### src/rpl_pkg.sv
// constants, codes and types for the pre-divider and loop-2 block
// assumes one 100 MHz core clock and synchronous pins
//
// Contract
// - loop two powered down until bit cleared
// - three-bit mode code selects loop two mode
// - automatic mode follows selection events
// - free-run output from system clock only
// - locked output tracks selected reference
// - loop two bandwidth above 25 Hz
// - average off freezes last integral value
// - average on uses 1.5 mHz filtered value
// - output offset clamped to hard limit
// - per-input four-bit field picks sync pin
// - four-bit code selects loop target rate
// - fractional plus integer divider, high-rate on 0-3
// - high-rate divider divides by 4, 5, or passes
// - integer divider divides by factor plus one
// - fractional divider uses 16-bit numerator/denominator
// - qualified inputs offered to both loops
package rpl_pkg;

   // ****************************************
   // sizes
   // ****************************************
   localparam int NUM_REF   = 6;   // reference inputs
   localparam int NUM_HR    = 4;   // inputs with a high-rate divider
   localparam int FREQ_W    = 32;  // signed frequency offset word
   localparam int FACTOR_W  = 15;  // integer division factor
   localparam int FRAC_W    = 16;  // fractional numerator / denominator

   // ****************************************
   // loop-2 mode codes
   // ****************************************
   localparam logic [2:0] MODE_AUTO   = 3'h0;
   localparam logic [2:0] MODE_FREE   = 3'h1;
   localparam logic [2:0] MODE_HOLD   = 3'h2;
   localparam logic [2:0] MODE_LOCK   = 3'h4;

   // ****************************************
   // target rate codes
   // ****************************************
   localparam logic [3:0] RATE_C_8K   = 4'h0;
   localparam logic [3:0] RATE_C_T1E1 = 4'h1;
   localparam logic [3:0] RATE_C_6M48 = 4'h2;
   localparam logic [3:0] RATE_C_2K   = 4'h9;
   localparam logic [3:0] RATE_C_4K   = 4'hA;
   localparam logic [3:0] RATE_C_1PPS = 4'hB;
   localparam logic [3:0] RATE_C_6M25 = 4'hC;

   // ****************************************
   // high-rate divider select codes
   // ****************************************
   localparam logic [1:0] HR_PASS     = 2'h0;
   localparam logic [1:0] HR_DIV4     = 2'h1;
   localparam logic [1:0] HR_DIV5     = 2'h2;
   localparam logic [2:0] HR_LIM4     = 3'h3;  // last count of divide by 4
   localparam logic [2:0] HR_LIM5     = 3'h4;  // last count of divide by 5

   // ****************************************
   // reset values and holdover filter
   // ****************************************
   localparam logic       PD_RESET    = 1'b1;
   localparam int         LOOP2_BW_MIN_HZ = 25;
   localparam int         HO_AVG_SHIFT    = 23;    // with the tick gives about 1.5 mHz
   localparam logic [9:0] HO_AVG_TICK     = 10'h3E7; // 1000 cycles per filter update

   typedef enum logic [1:0] {L2_FREE, L2_LOCK, L2_HOLD} rpl_l2_state_t;
   typedef enum logic [3:0] {
      RT_8K, RT_1M544, RT_2M048, RT_6M48, RT_2K, RT_4K, RT_1PPS, RT_6M25, RT_NONE
   } rpl_rate_t;

endpackage

### src/rpl_div_if.sv
// carrier between the top and one input's divider chain
// assumes the top drives set-up; the chain returns its pulse
`timescale 1ns/1ps
interface rpl_div_if;
   import rpl_pkg::*;
   logic                edge_p;     // one-cycle rising edge of the reference
   logic [1:0]          hr_sel;     // high-rate divider select
   logic                int_bypass; // integer divider bypassed
   logic [FACTOR_W-1:0] factor;     // committed integer factor
   logic [FRAC_W-1:0]   num;        // fractional numerator
   logic [FRAC_W-1:0]   den;        // fractional denominator
   logic                div_p;      // divided output pulse

   modport top (output edge_p, hr_sel, int_bypass, factor, num, den, input div_p);
   modport div (input edge_p, hr_sel, int_bypass, factor, num, den, output div_p);
endinterface

### src/rpl_div_chain.sv
// one input's pre-divider chain
// assumes edge pulses are at most one per cycle
`timescale 1ns/1ps
module rpl_div_chain #(
   parameter bit HAS_HR = 1'b1  // high-rate stage present
) (
   input  wire logic core_clk_i,
   input  wire logic rst_i,
   rpl_div_if.div    dif
);
   import rpl_pkg::*;

   typedef struct packed {
      logic [2:0]        hr_cnt;  // high-rate count
      logic [FACTOR_W-1:0] int_cnt; // integer count
      logic [FRAC_W:0]   acc;     // fractional accumulator
      logic              out;     // registered pulse
   } rpl_div_st_t;

   rpl_div_st_t q, d;
   logic        hr_p;
   logic        int_p;
   logic        fr_p;
   logic [FRAC_W:0] sum;

   // ****************************************
   // next state
   // ****************************************
   always_comb begin
      d     = q;
      hr_p  = 1'b0;
      int_p = 1'b0;
      fr_p  = 1'b0;
      sum   = '0;
      if (!HAS_HR || dif.hr_sel == HR_PASS) begin
         hr_p = dif.edge_p;
      end else if (dif.edge_p) begin
         if (q.hr_cnt == ((dif.hr_sel == HR_DIV5) ? HR_LIM5 : HR_LIM4)) begin
            d.hr_cnt = '0;
            hr_p     = 1'b1;
         end else begin
            d.hr_cnt = q.hr_cnt + 3'h1;
         end
      end
      if (dif.int_bypass) begin
         int_p = hr_p;
      end else if (hr_p) begin
         if (q.int_cnt >= dif.factor) begin
            d.int_cnt = '0;
            int_p     = 1'b1;
         end else begin
            d.int_cnt = q.int_cnt + 15'h0001;
         end
      end
      if (dif.num == '0 || dif.den == '0) begin
         fr_p = int_p;  // unprogrammed ratio passes through
      end else if (int_p) begin
         sum = q.acc + {1'b0, dif.den};
         if (sum >= {1'b0, dif.num}) begin
            d.acc = sum - {1'b0, dif.num};
            fr_p  = 1'b1;
         end else begin
            d.acc = sum;
         end
      end
      d.out = fr_p;
   end

   // ****************************************
   // state register
   // ****************************************
   always_ff @(posedge core_clk_i or posedge rst_i) begin
      if (rst_i) begin
         q <= '0;
      end else begin
         q <= d;
      end
   end

   assign dif.div_p = q.out;

endmodule

### src/rpl_ref_predivider_top.sv
// reference path pre-dividers, sync pin selection and loop-2 mode control
// assumes monitors, selection logic and loop filter sit outside; all inputs are
// synchronous to core_clk_i
`timescale 1ns/1ps
module rpl_ref_predivider_top (
   input  wire logic                                   core_clk_i,
   input  wire logic                                   rst_i,
   // reference pins and monitor verdicts
   input  wire logic [rpl_pkg::NUM_REF-1:0]            ref_i,
   input  wire logic [rpl_pkg::NUM_REF-1:0]            ref_qual_i,
   // loop-2 control
   input  wire logic                                   loop2_power_down_i,
   input  wire logic [2:0]                             loop2_mode_sel_i,
   input  wire logic                                   loop2_holdover_average_en_i,
   input  wire logic                                   loop2_sel_valid_i,
   input  wire logic [2:0]                             loop2_sel_idx_i,
   input  wire logic signed [rpl_pkg::FREQ_W-1:0]      loop2_integral_i,
   input  wire logic [rpl_pkg::FREQ_W-2:0]             hard_limit_i,
   input  wire logic [3:0]                             loop2_target_rate_i,
   input  wire logic                                   rate_family_i,
   // per-input divider set-up
   input  wire logic [rpl_pkg::NUM_HR-1:0][1:0]        high_rate_div_sel_i,
   input  wire logic [rpl_pkg::NUM_REF-1:0]            direct_div_i,
   input  wire logic [rpl_pkg::NUM_REF-1:0]            low_rate_lock_i,
   input  wire logic [rpl_pkg::NUM_REF-1:0]            div_wr_lo_i,
   input  wire logic [rpl_pkg::NUM_REF-1:0]            div_wr_hi_i,
   input  wire logic [7:0]                             div_wdata_i,
   input  wire logic [rpl_pkg::NUM_REF-1:0][15:0]      frac_num_i,
   input  wire logic [rpl_pkg::NUM_REF-1:0][15:0]      frac_den_i,
   input  wire logic [rpl_pkg::NUM_REF-1:0][3:0]       sync_src_i,
   // results
   output logic                                        loop2_active_o,
   output rpl_pkg::rpl_l2_state_t                      loop2_state_o,
   output logic signed [rpl_pkg::FREQ_W-1:0]           loop2_freq_o,
   output logic                                        loop2_reacquire_o,
   output rpl_pkg::rpl_rate_t                          loop2_rate_o,
   output logic [rpl_pkg::NUM_REF-1:0]                 ref_offer_o,
   output logic [rpl_pkg::NUM_REF-1:0]                 ref_div_o,
   output logic [rpl_pkg::NUM_REF-1:0]                 sync_pulse_o,
   output logic [rpl_pkg::NUM_REF-1:0][14:0]           integer_div_factor_o
);
   import rpl_pkg::*;

   localparam int AVG_W = FREQ_W + HO_AVG_SHIFT; // filter keeps fraction bits

   // ****************************************
   // state of the block
   // ****************************************
   typedef struct packed {
      rpl_l2_state_t                  st;       // loop-2 state
      logic                           pd;       // power-down copy
      logic signed [FREQ_W-1:0]       freq;     // output offset
      logic signed [FREQ_W-1:0]       integ;    // last integral sample
      logic signed [FREQ_W-1:0]       ho;       // holdover value
      logic signed [AVG_W-1:0]        avg;      // averaged integral
      logic [9:0]                     tick;     // filter update timer
      logic                           reacq;    // reacquire pulse
      logic [2:0]                     idx;      // last selected input
      rpl_rate_t                      rate;     // decoded rate
      logic [NUM_REF-1:0]             offer;    // qualified inputs
      logic [NUM_REF-1:0]             ref_d;    // pin delay for edges
      logic [NUM_REF-1:0]             sync;     // sync pulses
      logic [NUM_REF-1:0]             divo;     // divided pulses
      logic [NUM_REF-1:0][7:0]        lo;       // staged low bytes
      logic [NUM_REF-1:0][FACTOR_W-1:0] fac;    // committed factors
   } rpl_top_st_t;

   rpl_top_st_t        q, d;
   logic [NUM_REF-1:0] edge_w;   // rising edges this cycle
   logic [NUM_REF-1:0] div_w;    // chain pulses
   logic               hold_now; // entering holdover this cycle

   // ****************************************
   // helpers
   // ****************************************
   // clamp to plus or minus the limit
   function automatic logic signed [FREQ_W-1:0] clamp(
      input logic signed [FREQ_W-1:0] v,
      input logic [FREQ_W-2:0]        lim
   );
      logic signed [FREQ_W-1:0] l;
      l = $signed({1'b0, lim});
      if (v > l) begin
         clamp = l;
      end else if (v < -l) begin
         clamp = -l;
      end else begin
         clamp = v;
      end
   endfunction

   // code 1..6 picks a pin
   function automatic logic pin_edge(
      input logic [3:0]         code,
      input logic [NUM_REF-1:0] e
   );
      pin_edge = 1'b0;
      if (code >= 4'h1 && code <= 4'h6) begin
         pin_edge = e[code[2:0] - 3'h1];
      end
   endfunction

   // rate code decode
   function automatic rpl_rate_t rate_of(
      input logic [3:0] code,
      input logic       fam
   );
      case (code)
         RATE_C_8K:   rate_of = RT_8K;
         RATE_C_T1E1: rate_of = fam ? RT_2M048 : RT_1M544;
         RATE_C_6M48: rate_of = RT_6M48;
         RATE_C_2K:   rate_of = RT_2K;
         RATE_C_4K:   rate_of = RT_4K;
         RATE_C_1PPS: rate_of = RT_1PPS;
         RATE_C_6M25: rate_of = RT_6M25;
         default:     rate_of = RT_NONE; // reserved codes
      endcase
   endfunction

   // ****************************************
   // divider chains
   // ****************************************
   assign edge_w = ref_i & ~q.ref_d;

   for (genvar i = 0; i < NUM_REF; i++) begin : g_ch
      rpl_div_if dif ();
      assign dif.edge_p = edge_w[i];
      assign dif.hr_sel = (i < NUM_HR) ? high_rate_div_sel_i[(i < NUM_HR) ? i : 0] : HR_PASS;
      // integer stage runs only when direct_div_i or low_rate_lock_i is set
      assign dif.int_bypass = ~(direct_div_i[i] | low_rate_lock_i[i]);
      assign dif.factor = q.fac[i];
      assign dif.num    = frac_num_i[i];
      assign dif.den    = frac_den_i[i];
      assign div_w[i]   = dif.div_p;
      rpl_div_chain #(
         .HAS_HR (i < NUM_HR)
      ) u_chain (
         .core_clk_i (core_clk_i),
         .rst_i      (rst_i),
         .dif        (dif)
      );
   end

   // ****************************************
   // next state
   // ****************************************
   always_comb begin
      d          = q;
      hold_now   = 1'b0;
      d.reacq    = 1'b0;
      d.ref_d    = ref_i;
      d.divo     = div_w;
      d.offer    = ref_qual_i;
      d.rate     = rate_of(loop2_target_rate_i, rate_family_i);
      d.integ    = loop2_integral_i;

      for (int i = 0; i < NUM_REF; i++) begin
         d.sync[i] = pin_edge(sync_src_i[i], edge_w);
      end

      // factor staging per input
      for (int i = 0; i < NUM_REF; i++) begin
         if (div_wr_lo_i[i]) begin
            d.lo[i] = div_wdata_i;
         end
         if (div_wr_hi_i[i]) begin
            d.fac[i] = {div_wdata_i[6:0], div_wr_lo_i[i] ? div_wdata_i : q.lo[i]};
         end
      end

      d.pd = loop2_power_down_i;
      if (q.pd) begin
         d.st   = L2_FREE;
         d.freq = '0;
      end else begin
         case (loop2_mode_sel_i)
            MODE_FREE: begin
               d.st = L2_FREE;
            end
            MODE_HOLD: begin
               if (q.st != L2_HOLD) begin
                  hold_now = 1'b1;
               end
               d.st = L2_HOLD;
            end
            MODE_LOCK: begin
               d.st = L2_LOCK;
            end
            // auto and reserved codes
            default: begin
               case (q.st)
                  L2_FREE, L2_HOLD: begin
                     if (loop2_sel_valid_i) begin
                        d.st = L2_LOCK;
                     end
                  end
                  L2_LOCK: begin
                     if (!loop2_sel_valid_i) begin
                        d.st     = L2_HOLD;
                        hold_now = 1'b1;
                     end else if (loop2_sel_idx_i != q.idx) begin
                        d.reacq = 1'b1;
                     end
                  end
                  default: begin
                     d.st = L2_FREE;
                  end
               endcase
            end
         endcase

         if (hold_now) begin
            d.ho = loop2_holdover_average_en_i ? q.avg[AVG_W-1 -: FREQ_W] : q.integ;
         end

         case (d.st)
            L2_FREE: d.freq = '0;
            L2_LOCK: d.freq = clamp(loop2_integral_i, hard_limit_i);
            L2_HOLD: d.freq = clamp(d.ho, hard_limit_i);
            default: d.freq = '0;
         endcase
      end

      if (loop2_sel_valid_i) begin
         d.idx = loop2_sel_idx_i;
      end

      d.tick = (q.tick == HO_AVG_TICK) ? 10'h000 : q.tick + 10'h001;
      if (q.st == L2_LOCK && q.tick == HO_AVG_TICK) begin
         d.avg = q.avg + (($signed({loop2_integral_i, {HO_AVG_SHIFT{1'b0}}}) - q.avg)
                 >>> HO_AVG_SHIFT);
      end
   end

   // ****************************************
   // state register
   // ****************************************
   // loop two wide bandwidth
   // bandwidth lives in the loop filter outside
   always_ff @(posedge core_clk_i or posedge rst_i) begin
      if (rst_i) begin
         q    <= '0;
         q.pd <= PD_RESET;
         q.st <= L2_FREE;
         q.rate <= RT_8K;
      end else begin
         q <= d;
      end
   end

   // ****************************************
   // outputs, all from flops
   // ****************************************
   assign loop2_active_o       = ~q.pd;
   assign loop2_state_o        = q.st;
   assign loop2_freq_o         = q.freq;
   assign loop2_reacquire_o    = q.reacq;
   assign loop2_rate_o         = q.rate;
   assign ref_offer_o          = q.offer;
   assign ref_div_o            = q.divo;
   assign sync_pulse_o         = q.sync;
   assign integer_div_factor_o = q.fac;

endmodule

### config.mk
export PLATFORM = sky130hd
export DESIGN_NAME = rpl_ref_predivider_top
export DESIGN_NICKNAME = d
export VERILOG_FILES = /design/src/rpl_pkg.sv /design/src/rpl_div_if.sv /design/src/rpl_div_chain.sv /design/src/rpl_ref_predivider_top.sv
export SDC_FILE = /design/constraint.sdc
export NUM_CORES = 2
export LEC_CHECK = 0
export BUFFER_PORTS_ARGS = -buffer_cell sky130_fd_sc_hd__buf_2
export CAP_MARGIN = 25
export CORE_ASPECT_RATIO = 1.4
export CORE_MARGIN = 3
export CORE_UTILIZATION = 40
export CTS_BUF_LIST = sky130_fd_sc_hd__clkbuf_8
export CTS_CLUSTER_SIZE = 20
export DETAILED_ROUTE_END_ITERATION = 12
export PLACE_DENSITY_LB_ADDON = 0.05
export SYNTH_ARGS = -nofsm -noshare
export SYNTH_HDL_FRONTEND = slang
export SYNTH_SLANG_ARGS = --single-unit
### constraint.sdc
create_clock -name core_clk_i -period 27.6 [get_ports core_clk_i]
set_input_delay 6.9 -clock core_clk_i [delete_from_list [all_inputs] [get_ports core_clk_i]]
set_output_delay 6.9 -clock core_clk_i [all_outputs]
set_load 0.02 [all_outputs]
### Yosys cells after proc, flatten, opt, wreduce, memory -nomap -nowiden

Index checks and enable logic that the tools add are counted.

| word-level totals | value |
|---|---|
| register bits | 544 |

| operators by class | value |
|---|---|
| $add $sub $neg | 32 |
| $lt $le $gt $ge | 34 |
| eq/ne operators | 24 |
| mux-type cells | 120 |
| bitwise gates (word level) | 19 |
| reduce and logical (&&, ||, !) cells | 50 |

Operators with widths:

| operator | count |
|---|---|
| 32-bit 2-to-1 mux | 8 |
| 16-bit zero test | 12 |
| 17-bit by 16-bit adder with 17-bit output | 6 |
| 17-bit by 16-bit greater-or-equal comparator with 1-bit output | 6 |
| 17-bit 2-to-1 mux | 6 |
| 17-bit by 16-bit subtractor with 17-bit output | 6 |
| 15-bit by 1-bit adder with 15-bit output, second input constant | 6 |
| 15-bit greater-or-equal comparator | 6 |
| 15-bit 2-to-1 mux | 6 |
| 1-bit 2-to-1 mux | 69 |
| 32-bit > comparator | 2 |
| 32-bit < comparator | 2 |
| 32-bit case mux with 2 select lines | 1 |
| 55-bit by 32-bit adder with 55-bit output | 1 |
| 55-bit subtractor | 1 |
| 8-bit 2-to-1 mux | 6 |
| 31-bit negation with 32-bit output | 1 |
| 2-bit AND reduction | 16 |
| 4-bit case mux with 7 select lines | 1 |
| 4-bit by 1-bit greater-or-equal comparator with 1-bit output, second input constant | 6 |
| 4-bit by 3-bit <= comparator with 1-bit output, second input constant | 6 |
| 3-bit by 4-bit < comparator with 1-bit output, second input constant | 6 |
| 3-bit 2-to-1 mux | 8 |
| 1-bit binary-select mux with 3-bit select | 6 |
| 30 further kinds | 85 |

### Longest topological paths before layout

| depth | value |
|---|---|
| depth in word-level cells | 11 |
| depth in mapped cells | 29 |
| mapped depth without buffers | 29 |

### Hierarchy

Synthesis repeated with hierarchy kept, for this count alone.

| second synthesis, totals | value |
|---|---|
| cells, all modules | 5354 |
| area, all modules | 46321.9 sq um |

Modules (own cells, without submodules):

| module | times used | cells an instance | area each (sq um) | sequential area each (sq um) |
|---|---|---|---|---|
| rpl_ref_predivider_top | 1 | 2598 | 23931.7 | 8359.3 |
| rpl_div_chain at g_ch[0].u_chain ... | 2 | 450 | 3698.5 | 900.9 |
| rpl_div_chain at g_ch[2].u_chain | 1 | 513 | 4012.6 | 900.9 |
| rpl_div_chain at g_ch[1].u_chain | 1 | 473 | 3812.4 | 900.9 |
| rpl_div_chain at g_ch[5].u_chain | 1 | 435 | 3603.5 | 825.8 |
| rpl_div_chain at g_ch[4].u_chain | 1 | 435 | 3564.7 | 825.8 |

### Worst setup path after synthesis

OpenSTA, ideal clock, no wires.

| timing | value |
|---|---|
| kind | input port to flip-flop |
| start point | input port loop2_integral_i[2] (netlist name) |
| end point | register q[234] (netlist name) |
| arrival time | 12.226 ns |
| required time | 27.521 ns |
| path slack | 15.294 ns |
| stages on the path | 21 |
| cells stage by stage | ha_1 nand3_1 o31ai_1 o211a_1 a41o_1 a21boi_1 o211ai_1 a31o_2 a21oi_1 xnor2_1 ha_1 clkdlybuf4s50_2 a21o_1 a21o_1 a21oi_1 a311oi_2 a31oi_1 o21ai_0 xnor2_1 nor2_1 xor2_1 |

| between the ends | value |
|---|---|
| word-level cells in the longest chain between the ends | 2 |

RTL lines:

| what | RTL line | source |
|---|---|---|
| from (decl) | rpl_ref_predivider_top.sv:17 | `input wire logic signed [rpl_pkg::FREQ_W-1:0] loop2_integral_i,` |
| 55-bit subtractor | rpl_ref_predivider_top.sv:230 | `d.avg = q.avg + (($signed({loop2_integral_i, {HO_AVG_SHIFT{1'b0}}}) - q.avg)` |
| 55-bit by 32-bit adder with 55-bit output | rpl_ref_predivider_top.sv:230 |  |
| to (decl) | rpl_ref_predivider_top.sv:68 | `rpl_top_st_t q, d;` |

Every way passes these cells.
A chain may end at the register's enable or synchronous reset.

### Worst setup path in the final report

| timing | value |
|---|---|
| start point | input port loop2_integral_i[2] (netlist name) |
| end point | register q[220] (netlist name) |

The elaborated chain is that of the path after synthesis.

==> results_dict.tcl <==
set metrics [dict create \
    finalHoldViolations 0 \
    num_rows 143 \
    routed_wl_um 138000 \
    cts_htree_levels 3 \
    met2_length_um 69700 \
    gr-total-overflow 0 \
    ys.flop_type "dfrtp_1" \
    cp-end-kind "flip-flop" \
    setup_violations 0 \
    syn_nets 5870 \
    numCtsBuffers 100 \
    slew_headroom 0.368 \
    clk_pin_slew_ns 0.06 \
    dr_wl_met3_um 6070 \
    grt_max_degree 106 \
    hold_path.class "reg2reg" \
    cts_hold_buf 0 \
    tightest_slew_ns 0.947 \
    dr.pass1.iters 7 \
    finalClockSkew_ns 0.0562 \
    ios 495 \
    finalWeightedCongestion 0.874 \
    p_total_mw 4.71 \
    synth_most_common_cell "dfrtp_1" \
    postSynthRegisterBits 544 \
    synth_compound_area_frac 0.177 \
    period_needed_ns 12.50 \
    synth.top_cell.area_share 0.309 \
    drive_gt1_frac 0.173 \
    status "finished clean" \
    wl_per_cell_um 20.0 \
    clock-sinks 544 \
    criticalPathCategory "in2reg" \
    worstPathArrival_ns 13.09 \
    yosysWarningCount 0 \
    design_area_um2 49200 \
    avgViaCountPerCell 5.33 \
    fmax_mhz 80.0 \
    ctsResizeCount 0 \
    yosys.area.top_type "dfrtp_1" \
    synth_xor_area_frac 0.0638 \
    hpwl_um 108000 \
    placed_area_um2 47000 \
    vias 36700 \
    synth_edf_count 0 \
    nNetsFinal 6226 \
    cp.required_ns 28.20 \
    syn_inst 4983 \
    cts_buffer_depth 3 \
    max_cap_violations 0 \
    drc_errors 0 \
    postCtsSetupRepairBufs 0 \
    grt_pass1_vias 36800 \
    floorplan.initialDensity 0.404 \
    drtIter0Drc 1824 \
    synth.area.mux_share 0.0736 \
    seq_area_frac_synth 0.310 \
    synth_top_family_by_area "compound AO/OA/AOI/OAI gates" \
    cp_max_fo 5 \
    avgSynthCellArea_um2 8.82 \
    root_buffer "clkbuf_8" \
    antenna_found_initial 23 \
    clock_latency_ns 0.80 \
    die_area_um2 114000 \
    die_w_um 286 \
    async_flop_share 1.00 \
    power_density_nw_per_um2 95.8 \
    rsz0062_at_grt "false" \
    tritoncts "yes" \
    fin_setup_tns_ns 0 \
    dieHeight_um 398 \
    core_um2 109000 \
    ant_nets 0 \
    grt_pass1_wl_um 211000 \
    ir_drop_mv 0.0617 \
    p_leak_nw 24.5 \
    synth_fa_ha_area_frac 0.156 \
    synth.area.top_cells "dfrtp_1 (31%), ha_1 (15%), o21ai_0 (4.5%), mux2_2 (4.1%), xnor2_1 (4.1%)" \
    synth_cell_type_count 95 \
    synth_area_um2 43900 \
    synth-simple-area-share 0.148 \
    synthTopCellsByCount "dfrtp_1 (543), ha_1 (527), inv_1 (398)" \
    holdWs_ns 0.349 \
    grtUsageTotal 0.237 \
    highest_layer "met5" \
    startpoint_type "input port" \
    fin_crit_sh 0.453 \
    area_growth_pct 12.0 \
    port-buffer-count 494 \
    slew_viol_final 0 \
    wl_met1_um 58600 \
]
-- report_power, final --
group,leakage (nW),internal (mW),total [mW],switching [mW]
clock,1.23,0.464,0.858,0.394
combinational,16.8,1.26,2.80,1.54
sequential,6.54,0.949,1.06,0.109
total,24.5,2.67,4.71,2.04
-- logic make-up (layout without fill, tap and decap cells) --
kind of cell / after synthesis / in the layout
adders and majority gates: 540 / 540
buffers and inverters: 680 / 1113
xor gates and xnor gates: 320 / 320
DFF: 544 / 544
muxes: 295 / 295
AOI/OAI and AO/OA: 1236 / 1236
other: 0 / 6
and+or+nand+nor: 1368 / 1368
-- registers in the layout, summed over array words and instances, names as in the netlist --
name / count
loop2_freq_o: 32
loop2_rate_o: 4
sync_pulse_o: 6
ref_div_o: 6
ref_offer_o: 6
loop2_reacquire_o: 1
g_ch.u_chain.dif.div_p: 6
g_ch.u_chain.q: 204
g_ch.dif.factor: 90
q: 187
loop2_state_o: 2
-- layer usage --
| metal | up-vias | global-route usage |
|---|---|---|
| li1 | 18200 | - |
| met3 | 194 | 0.0306 |
| met5 | - | 0 |
| met2 | 739 | 0.432 |
| met4 | 12 | 0.0648 |
| met1 | 17500 | 0.292 |
-- path summary, 6_finish.rpt --
check,slack (ns),cells after the start,start,endpoint
max in group asynchronous,18.48,5,rst_i,g_ch[0].u_chain.q[29]
min reg2reg,0.35,0,g_ch[2].u_chain.dif.div_p,ref_div_o[2]
min in group asynchronous,6.19,2,rst_i,g_ch[1].u_chain.q[10]
min,0.35,0,g_ch[2].u_chain.dif.div_p,ref_div_o[2]
max reg2reg,20.62,27,q[202],q[220]
max,15.10,27,loop2_integral_i[2],q[220]
-- worst max-delay path, cell delays in order --
cell	delay, ns
buf_2	0.14
ha_1	0.37
a2111o_1	0.44
o211a_1	0.24
a41o_1	0.32
and2_1	0.22
o21a_1	0.20
o21a_1	0.21
o21a_1	0.21
o21a_1	0.20
o21a_1	0.19
nor2_1	0.12
xnor2_1	0.19
ha_1	0.35
a21oi_1	0.21
o21ai_0	0.10
a31o_2	0.25
a221oi_1	0.30
o21ai_2	0.16
a31oi_2	0.31
o21ai_0	0.19
a21oi_1	0.26
o21ai_1	0.13
o41ai_1	0.46
o21ai_1	0.17
xnor2_1	0.15
o21ai_0	0.08
-- per-stage QoR --
step            util  instances  worst slack, ns
2_1_floorplan      -       4983             5.49
3_3_place_gp   0.431       6681            14.50
3_5_place_dp   0.432       6685            14.40
4_1_cts        0.452       6864            15.23
5_1_grt        0.452       6868            14.70
6_report       0.452       6872            15.10
-- area by class of cell --
cell class	instances	area, um2
diodes	6	15.0
clock buffers	133	1830
clock inverters	46	357
fillers	11000	59600
inverters	399	1510
multi-input cells	3759	27300
flip-flops and latches	544	13600
well taps	1450	1810
repair buffers	535	2820
-- cell usage in the layout (no fill, tap or decap), types with 35 or more instances in the layout --
| cell | count |
|---|---|
| a211oi_1 | 37 |
| a21o_1 | 151 |
| a21oi_1 | 278 |
| and3_1 | 39 |
| buf_2 | 496 |
| buf_4 | 35 |
| clkbuf_8 | 133 |
| dfrtp_1 | 543 |
| ha_1 | 527 |
| inv_1 | 420 |
| mux2_2 | 161 |
| mux2i_1 | 127 |
| nand2_1 | 383 |
| nand2b_1 | 63 |
| nand3_1 | 95 |
| nand4_1 | 85 |
| nor2_1 | 386 |
| nor2b_1 | 62 |
| nor3_1 | 86 |
| nor4_1 | 62 |
| o21a_1 | 62 |
| o21ai_0 | 392 |
| o21bai_1 | 39 |
| xnor2_1 | 204 |
| xor2_1 | 115 |
Power figures use the tool's default switching activity.
